**config.mk**
```make
export PLATFORM = sky130hd
export DESIGN_NAME = cetr_cache_diag
export DESIGN_NICKNAME = d
export VERILOG_FILES = /design/src/design/cetr_pkg.sv /design/src/design/cetr_err_capture.sv /design/src/design/cetr_cache_diag.sv
export SDC_FILE = /design/constraint.sdc
export NUM_CORES = 1
export LEC_CHECK = 0
export ABC_CLOCK_PERIOD_IN_PS = 7650
export BUFFER_PORTS_ARGS = -buffer_cell sky130_fd_sc_hd__buf_2
export CORE_ASPECT_RATIO = 1.75
export CORE_UTILIZATION = 30
export DETAILED_ROUTE_END_ITERATION = 6
export HOLD_SLACK_MARGIN = 0.08
export PLACE_DENSITY = 0.65
export SETUP_SLACK_MARGIN = 0.4
export SKIP_LAST_GASP = 1
export SLEW_MARGIN = 20
export SYNTH_ARGS = -nofsm -noshare
export SYNTH_HDL_FRONTEND = slang
export SYNTH_SLANG_ARGS = --single-unit
```
**constraint.sdc**
```tcl
create_clock -name core_clk -period 7.65 [get_ports core_clk]
set_input_delay 0.3825 -clock core_clk [delete_from_list [all_inputs] [get_ports core_clk]]
set_output_delay 0.3825 -clock core_clk [all_outputs]
set_load 0.05 [all_outputs]
```
**src/design/cetr_pkg.sv**
```systemverilog
package cetr_pkg;
  localparam int CETR_FATAL_BIT = 24;
  localparam int CETR_BOTH_BIT = 25;
  localparam int CETR_TAGERR_BIT = 28;
  localparam int CETR_DATAERR_BIT = 29;
  localparam int CETR_SCRATCH_BIT = 23;
  localparam int CETR_WAYERR_BIT = 22;
  localparam int CETR_WAY_LSB = 20;
  localparam int CETR_IDX_MSB = 19;
  localparam int CETR_PA_LSB = 10;
  localparam int CETR_VALID_BIT = 7;
  localparam int CETR_DIRTY_BIT = 6;
  localparam int CETR_LOCK_BIT = 5;
  localparam int CETR_WSD_LSB = 16;
  localparam int CETR_LRU_LSB = 10;
  localparam int CETR_VIEW_BIT = 29;
  localparam logic [31:0] CETR_ERR_RESET = 32'h0000_0000;
  localparam logic [31:0] CETR_TAG_RESET = 32'h0000_0000;
  localparam logic [31:0] CETR_CTL_RESET = 32'h0000_0000;
  localparam logic [31:0] CETR_TAG_MASK = 32'hFFFF_FCE0;
  localparam logic [31:0] CETR_WAY_MASK = 32'h000F_FC00;
  localparam logic [31:0] CETR_CTL_MASK = 32'h2000_0000;
  localparam logic [19:0] CETR_TAGERR_IDX_MASK = 20'hFFFE7;
  localparam logic [19:0] CETR_CACHE_IDX_MASK = 20'h0FFFF;

  // Parity error event from the cache arrays
  typedef struct packed {
    logic valid;
    logic instrErr;
    logic dataErr;
    logic tagErr;
    logic dataRamErr;
    logic scratchErr;
    logic wayErr;
    logic dirtyVictimErr;
    logic wbMissWayErr;
    logic [1:0] way;
    logic [19:0] index;
  } cetr_err_evt_t;

  // Register write strobes and data
  typedef struct packed {
    logic wrErrReport;
    logic wrTag;
    logic wrCtl;
    logic [31:0] data;
  } cetr_reg_wr_t;

  // Indexed tag operation request
  typedef struct packed {
    logic loadTag;
    logic storeTag;
    logic storeData;
  } cetr_tag_op_t;
endpackage

```
**src/design/cetr_err_capture.sv**
```systemverilog
`timescale 1ns/1ps
module cetr_err_capture (
  input wire logic core_clk,
  input wire logic rstSync,
  input wire cetr_pkg::cetr_err_evt_t evt,
  input wire logic wrEn,
  input wire logic [31:0] wrData,
  output logic [31:0] errReport
);
  import cetr_pkg::*;

  logic fatal;
  logic [1:0] wayField;
  logic [19:0] idxMasked;
  logic [31:0] next_errReport;
  logic bothSides;

  assign bothSides = evt.instrErr && evt.dataErr;
  // Data-side only chain never sets fatal by itself
  assign fatal = evt.dirtyVictimErr || evt.wbMissWayErr;
  assign wayField = (evt.tagErr || evt.scratchErr) ? 2'h0 : evt.way;
  assign idxMasked = evt.index
    & (evt.tagErr ? CETR_TAGERR_IDX_MASK : 20'hFFFFF)
    & (evt.scratchErr ? 20'hFFFFF : CETR_CACHE_IDX_MASK);

  always_comb begin
    next_errReport = errReport;
    if (evt.valid) begin
      next_errReport = 32'h0000_0000;
      next_errReport[CETR_DATAERR_BIT] = evt.dataRamErr && !bothSides;
      next_errReport[CETR_TAGERR_BIT] = evt.tagErr;
      next_errReport[CETR_BOTH_BIT] = bothSides;
      next_errReport[CETR_FATAL_BIT] = fatal;
      next_errReport[CETR_SCRATCH_BIT] = evt.scratchErr;
      next_errReport[CETR_WAYERR_BIT] = evt.wayErr;
      next_errReport[CETR_WAY_LSB +: 2] = wayField;
      next_errReport[CETR_IDX_MSB:0] = idxMasked;
    end else if (wrEn) begin
      next_errReport[27] = wrData[27];
    end
  end

  always_ff @(posedge core_clk or negedge rstSync) begin
    if (!rstSync) begin
      errReport <= CETR_ERR_RESET;
    end else begin
      errReport <= next_errReport;
    end
  end

  a_fatal_capture: assert property (@(posedge core_clk) disable iff (!rstSync)
    evt.valid |=> errReport[CETR_FATAL_BIT] == $past(fatal))
    else $error("fatal flag mismatch");
  a_way_invalid: assert property (@(posedge core_clk) disable iff (!rstSync)
    evt.valid && (evt.tagErr || evt.scratchErr) |=> errReport[21:20] == 2'h0)
    else $error("way field not cleared");
endmodule

```
**src/design/cetr_cache_diag.sv**
```systemverilog
`timescale 1ns/1ps
module cetr_cache_diag (
  input wire logic core_clk,
  input wire logic resetn,
  input wire cetr_pkg::cetr_err_evt_t errEvt,
  input wire cetr_pkg::cetr_reg_wr_t regWr,
  input wire cetr_pkg::cetr_tag_op_t tagOp,
  input wire logic [31:0] tagArrayRd,
  input wire logic [31:0] wayArrayRd,
  input wire logic [3:0] candValid,
  input wire logic [3:0] candLock,
  input wire logic [1:0] lruVictim,
  output logic [31:0] errReport,
  output logic [31:0] tagIfRead,
  output logic [31:0] ctlRead,
  output logic tagArrayWe,
  output logic wayArrayWe,
  output logic dataArrayWe,
  output logic [31:0] arrayWrData,
  output logic [1:0] victimWay,
  output logic victimValid
);
  import cetr_pkg::*;

  // ------------------------------------------------------------
  // Reset release
  // ------------------------------------------------------------
  logic rstMeta;
  logic rstSync;

  always_ff @(posedge core_clk or negedge resetn) begin
    if (!resetn) begin
      rstMeta <= 1'b0;
      rstSync <= 1'b0;
    end else begin
      rstMeta <= 1'b1;
      rstSync <= rstMeta;
    end
  end

  // ------------------------------------------------------------
  // Error report
  // ------------------------------------------------------------
  cetr_err_capture errCap (
    .core_clk(core_clk),
    .rstSync(rstSync),
    .evt(errEvt),
    .wrEn(regWr.wrErrReport),
    .wrData(regWr.data),
    .errReport(errReport)
  );

  // ------------------------------------------------------------
  // Control and tag interface
  // ------------------------------------------------------------
  logic [31:0] ctlReg;
  logic [31:0] tagReg;
  logic wayView;
  logic [31:0] viewMask;
  logic [31:0] loadSrc;
  logic [31:0] next_tagReg;
  logic [31:0] tagFixed;

  assign wayView = ctlReg[CETR_VIEW_BIT];
  assign viewMask = wayView ? CETR_WAY_MASK : CETR_TAG_MASK;
  assign loadSrc = wayView ? wayArrayRd : tagArrayRd;

  always_comb begin
    tagFixed = regWr.data & viewMask;
    // Dirty only with valid
    if (!wayView && !tagFixed[CETR_VALID_BIT]) begin
      tagFixed[CETR_DIRTY_BIT] = 1'b0;
    end
  end

  always_comb begin
    next_tagReg = tagReg;
    if (tagOp.loadTag) begin
      next_tagReg = loadSrc & viewMask;
      if (!wayView && !loadSrc[CETR_VALID_BIT]) begin
        next_tagReg[CETR_DIRTY_BIT] = 1'b0;
      end
    end else if (regWr.wrTag) begin
      next_tagReg = tagFixed;
    end
  end

  always_ff @(posedge core_clk or negedge rstSync) begin
    if (!rstSync) begin
      ctlReg <= CETR_CTL_RESET;
      tagReg <= CETR_TAG_RESET;
    end else begin
      if (regWr.wrCtl) begin
        ctlReg <= regWr.data & CETR_CTL_MASK;
      end
      tagReg <= next_tagReg;
    end
  end

  // ------------------------------------------------------------
  // Array writes and views
  // ------------------------------------------------------------
  logic [3:0] eligible;
  logic [1:0] next_victim;
  logic next_victimValid;
  logic [31:0] next_tagIfRead;

  assign next_tagIfRead = next_tagReg & viewMask;

  genvar g;
  generate
    for (g = 0; g < 4; g++) begin : gEl
      assign eligible[g] = !(candLock[g] && candValid[g]);
    end
  endgenerate

  always_comb begin
    next_victim = lruVictim;
    next_victimValid = eligible[lruVictim];
    if (!eligible[lruVictim]) begin
      for (int i = 3; i >= 0; i--) begin
        if (eligible[i]) begin
          next_victim = 2'(i);
          next_victimValid = 1'b1;
        end
      end
    end
  end

  always_ff @(posedge core_clk or negedge rstSync) begin
    if (!rstSync) begin
      tagIfRead <= 32'h0000_0000;
      ctlRead <= 32'h0000_0000;
      tagArrayWe <= 1'b0;
      wayArrayWe <= 1'b0;
      dataArrayWe <= 1'b0;
      arrayWrData <= 32'h0000_0000;
      victimWay <= 2'h0;
      victimValid <= 1'b0;
    end else begin
      tagIfRead <= next_tagIfRead;
      ctlRead <= regWr.wrCtl ? (regWr.data & CETR_CTL_MASK) : ctlReg;
      tagArrayWe <= tagOp.storeTag && !wayView;
      wayArrayWe <= tagOp.storeTag && wayView;
      dataArrayWe <= tagOp.storeData && wayView;
      arrayWrData <= tagReg;
      victimWay <= next_victim;
      victimValid <= next_victimValid;
    end
  end

  // ------------------------------------------------------------
  // Checks
  // ------------------------------------------------------------
  a_dirty_needs_valid: assert property (@(posedge core_clk) disable iff (!rstSync)
    !wayView |-> !(tagReg[CETR_DIRTY_BIT] && !tagReg[CETR_VALID_BIT]))
    else $error("dirty without valid");
  a_tag_zero_bits: assert property (@(posedge core_clk) disable iff (!rstSync)
    (tagIfRead & ~CETR_TAG_MASK & ~CETR_WAY_MASK) == 32'h0)
    else $error("unimplemented tag bits set");
  a_way_zero_bits: assert property (@(posedge core_clk) disable iff (!rstSync)
    $past(wayView) && wayView |-> (tagIfRead & ~CETR_WAY_MASK) == 32'h0)
    else $error("unimplemented way bits set");
  a_load_way_view: assert property (@(posedge core_clk) disable iff (!rstSync)
    tagOp.loadTag && wayView |=> tagReg == ($past(wayArrayRd) & CETR_WAY_MASK))
    else $error("way load mismatch");
  a_store_select: assert property (@(posedge core_clk) disable iff (!rstSync)
    tagOp.storeTag |=> (tagArrayWe != wayArrayWe) && wayArrayWe == $past(wayView))
    else $error("store went to wrong array");
  a_store_data_gate: assert property (@(posedge core_clk) disable iff (!rstSync)
    dataArrayWe |-> $past(wayView))
    else $error("store data without view bit");
  a_no_locked_victim: assert property (@(posedge core_clk) disable iff (!rstSync)
    victimValid |-> ((($past(candLock) & $past(candValid)) >> victimWay) & 4'h1) == 4'h0)
    else $error("locked line chosen");
  a_scratch_flag: assert property (@(posedge core_clk) disable iff (!rstSync)
    errEvt.valid |=> errReport[CETR_SCRATCH_BIT] == $past(errEvt.scratchErr))
    else $error("scratchpad flag mismatch");
  a_wayerr_flag: assert property (@(posedge core_clk) disable iff (!rstSync)
    errEvt.valid |=> errReport[CETR_WAYERR_BIT] == $past(errEvt.wayErr))
    else $error("way error flag mismatch");
  a_high_index: assert property (@(posedge core_clk) disable iff (!rstSync)
    errEvt.valid && !errEvt.scratchErr |=> errReport[19:16] == 4'h0)
    else $error("high index used for cache error");
  a_ctl_view_only: assert property (@(posedge core_clk) disable iff (!rstSync)
    (ctlRead & ~CETR_CTL_MASK) == 32'h0)
    else $error("control reads unimplemented bits");
  a_tag_view_zero: assert property (@(posedge core_clk) disable iff (!rstSync)
    !$past(wayView) && !wayView |-> (tagIfRead & ~CETR_TAG_MASK) == 32'h0)
    else $error("tag view unimplemented bits set");
  a_read_dirty_valid: assert property (@(posedge core_clk) disable iff (!rstSync)
    !$past(wayView) |-> !(tagIfRead[CETR_DIRTY_BIT] && !tagIfRead[CETR_VALID_BIT]))
    else $error("read shows dirty without valid");

  c_fatal: cover property (@(posedge core_clk) errEvt.valid && errEvt.dirtyVictimErr);
  c_way_load: cover property (@(posedge core_clk) tagOp.loadTag && wayView);
  c_tag_store: cover property (@(posedge core_clk) tagOp.storeTag && !wayView);
  c_both_sides: cover property (@(posedge core_clk) errEvt.valid && errEvt.instrErr && errEvt.dataErr);
  c_lock_skip: cover property (@(posedge core_clk) victimValid && victimWay != $past(lruVictim));
endmodule

```
==> run_results.csv <==
group,metric,value,unit
yosys,edff_count_synth,0,
cts,clock_tree.buffer_depth,2,
power,comb_power_share,0.258,
drt,postRouteAntennaNets,0,
power,p_clk_frac,0.304,
cts,numCtsBuffers,9,
power,internal-power,0.901,mW
drt,routedWlPerCell,13.5,um
floorplan,die_area,14600,um^2
timing,final.setup.tns,0,ps
run_status,outcome,"completed",
power,netSwitchingFraction,0.360,
yosys,synth_ff_type,"dfrtp_1",
timing,final.hold.worst_slack,241,ps
power,worst_voltage_drop_across_the_vdd_grid,0.0000871,V
yosys,yosys_warnings,0,
timing,grt_setup_unrepaired,"no",
grt,total_grt_overflow,0,
place,gp_congestion,0.721,
drt,detailedRoute.firstIterationViolations,56,
yosys,netlist_area,4240,um^2
worst_setup_path,cpPeakStageDelay,440,ps
floorplan,num_rows,57,
power,power.leakage,2.77,nW
layout,relative_area_change_from_synthesis_to_final_layout,27.6,%
drt,route.detailed.drc,0,
worst_setup_path,worstPathCellList,"buf_4 -> buf_2",
worst_setup_path,critPathRequiredTime,7270,ps
power,pwr_density_cell,260,nW/um^2
drt,routed_wl,9760,um
layout,layout_common_cells,"buf_2 (194), dfrtp_1 (101), conb_1 (49)",
place,detailedPlacementHpwl,7480,um
cts,cts_max_level,3,
hold_path,hold_wc_path_type,"flip-flop to async pin",
timing,worst_clock_skew,5.23,ps
grt,globalRouteTotalUtil,0.137,
cts,cts.sinks,103,
timing,finalHoldViolCount,0,
grt,grt_pass1_wl,15500,um
drt,vias,3157,
floorplan,io_pins,279,
power,sw_pwr,0.507,mW
yosys,postSynthAreaPerCell,11.8,um^2
yosys,synth_cells,358,
worst_setup_path,critical-path-slowest-cell,"buf_4",
floorplan,die_w,91.9,um
job,timing.max_cap.violations,0,
worst_setup_path,critical_path_class,"flip-flop to output port",
floorplan,design.core.area,13800,um^2
grt,grt_start_max_net_pins,77,
timing,timing.slew.headroom,0.396,
cts,cts_hold_buffers,1,
power,power.total,1.41,mW
timing,fin_crit_sh,0.245,
timing,finalCriticalPeriod,1880,ps
timing,report.final.slew_viol_count,0,
cts,clock_tree.root_cell,"clkbuf_16",
yosys,ys_types,30,
cts,cts_setup_buffers,0,
cts,tritoncts,"done",
worst_setup_path,timing.critical_path.from_type,"flip-flop",
cts,ctsResizeCount,0,
drt,detailedRoute.firstPassIterationCount,4,
timing,setup_viol_count_final,0,
timing,worst_slew_pin_slew,906,ps
timing,achievable_clock_frequency,533,MHz
cts,clk_latency,330,ps
layout,post_layout_nonfiller_instances,721,
yosys,synth_seq_area_share,0.608,
worst_setup_path,worst-path-max-fanout,46,
grt,antenna_found_initial,2,
layout,final_common_cell,"buf_2",
layout,proportion_of_layout_cells_with_a_drive_suffix_above_1,0.429,
floorplan,initial_core_util,0.306,
layout,nNetsFinal,683,
yosys,yosys_reg_bits,103,
worst_setup_path,end_kind,"output port",
power,sequentialPowerShare,0.439,
drt,vias_per_cell,4.38,
floorplan,die_y,159,um
yosys,async_s_r_ff_share_synth,1.00,
grt,grt_pass1_vias,3077,
place,count_of_placed_standard_cells_including_taps,703,
cts,clkSlewWorstSetupHoldPaths,70,ps
place,port_buffer_count,194,
worst_setup_path,worst-endpoint-arrival,1490,ps
[cells in the mapped netlist, types with 2 or more instances]
cell      count  area share
a211oi_1     10       0.018
a21oi_1      28       0.033
a22oi_1      14       0.025
and2_1        5      0.0074
buf_2         9       0.011
buf_4        59        0.10
clkbuf_1      6      0.0053
conb_1        2      0.0018
dfrtp_1     103        0.61
inv_1        10      0.0089
mux2_2       18       0.048
mux2i_1      11       0.026
nand2_1      17       0.015
nand3_1      10       0.012
nand3b_1      2      0.0035
nand4_1       2      0.0030
nor2_1        4      0.0035
nor2b_1      11       0.016
o21ai_0      17       0.020
o21ai_1      10       0.012
[registers in the layout, summed over array words and instances (netlist names)]
register / count
errCap.errReport: 29
arrayWrData: 25
tagReg: 25
tagIfRead: 15
victimWay: 2
ctlRead: 1
dataArrayWe: 1
rstMeta: 1
rstSync: 1
tagArrayWe: 1
victimValid: 1
wayArrayWe: 1
[power by group through the flow]
stage               clock network (mW)  registers [mW]  logic (mW)
global route                     0.469           0.625       0.383
CTS                              0.446           0.619       0.366
detailed placement                   0           0.630       0.365
finish                           0.428           0.618       0.363
floorplan                            0           0.763       0.162
global placement                     0           0.627       0.361
[cell type report]
type | count | area, um^2
antenna | 1 | 2.50
clock buffer | 10 | 229
tap | 177 | 221
clock inverter | 6 | 53.8
sequential | 103 | 2580
multi-input combinational | 217 | 1290
timing repair buffer | 197 | 996
inverter | 10 | 37.5
fill | 1397 | 8430
[critical path: cells and delay by family, from the launching register on]
kind | cells | cell delay, ps
buffers and inverters | 2 | 800
DFF | 1 | 350
[cells by family after synthesis]
| group | Yosys count | synth area share |
|---|---|---|
| flip-flops | 103 | 0.608 |
| buffers and inverters | 85 | 0.130 |
| other | 2 | 0.00177 |
| AND/OR/NAND/NOR | 55 | 0.0690 |
| AO/OA/AOI/OAI | 84 | 0.117 |
| multiplexers | 29 | 0.0738 |
[path summary, 6_finish.rpt]
check	from	to	slack (ps)	cells after the start
hold / removal	rstSync$_DFF_PN0_	dataArrayWe$_DFF_PN0_	240	0
setup reg to reg	rstSync$_DFF_PN0_	ctlRead[29]$_DFFE_PN0P_	6120	1
setup / recovery	ctlRead[29]$_DFFE_PN0P_	ctlRead[29]	5770	2
min in group core_clk	tagOp[1]	wayArrayWe$_DFF_PN0_	270	2
hold reg to reg	rstSync$_DFF_PN0_	dataArrayWe$_DFF_PN0_	240	0
max in group asynchronous	rstSync$_DFF_PN0_	ctlRead[29]$_DFFE_PN0P_	6120	1
[through the flow]
step                setup WS (ps)   util  area [um^2]
CTS                          5740  0.391         5410
global placement             5700  0.370         5110
finish                       5770  0.391         5410
global route                 5680  0.391         5410
floorplan                    4570      -         4420
detailed placement           5670  0.370         5110
[layer usage]
layer  vias up  routed length, um  GRT usage
met5         -                 13          0
met4         2                119     0.0426
met3         9                819     0.0315
met2       186               5240      0.257
met1      1481               3570      0.149
li1       1479                  -          -
Note: power is estimated with default switching activity, not from simulation.
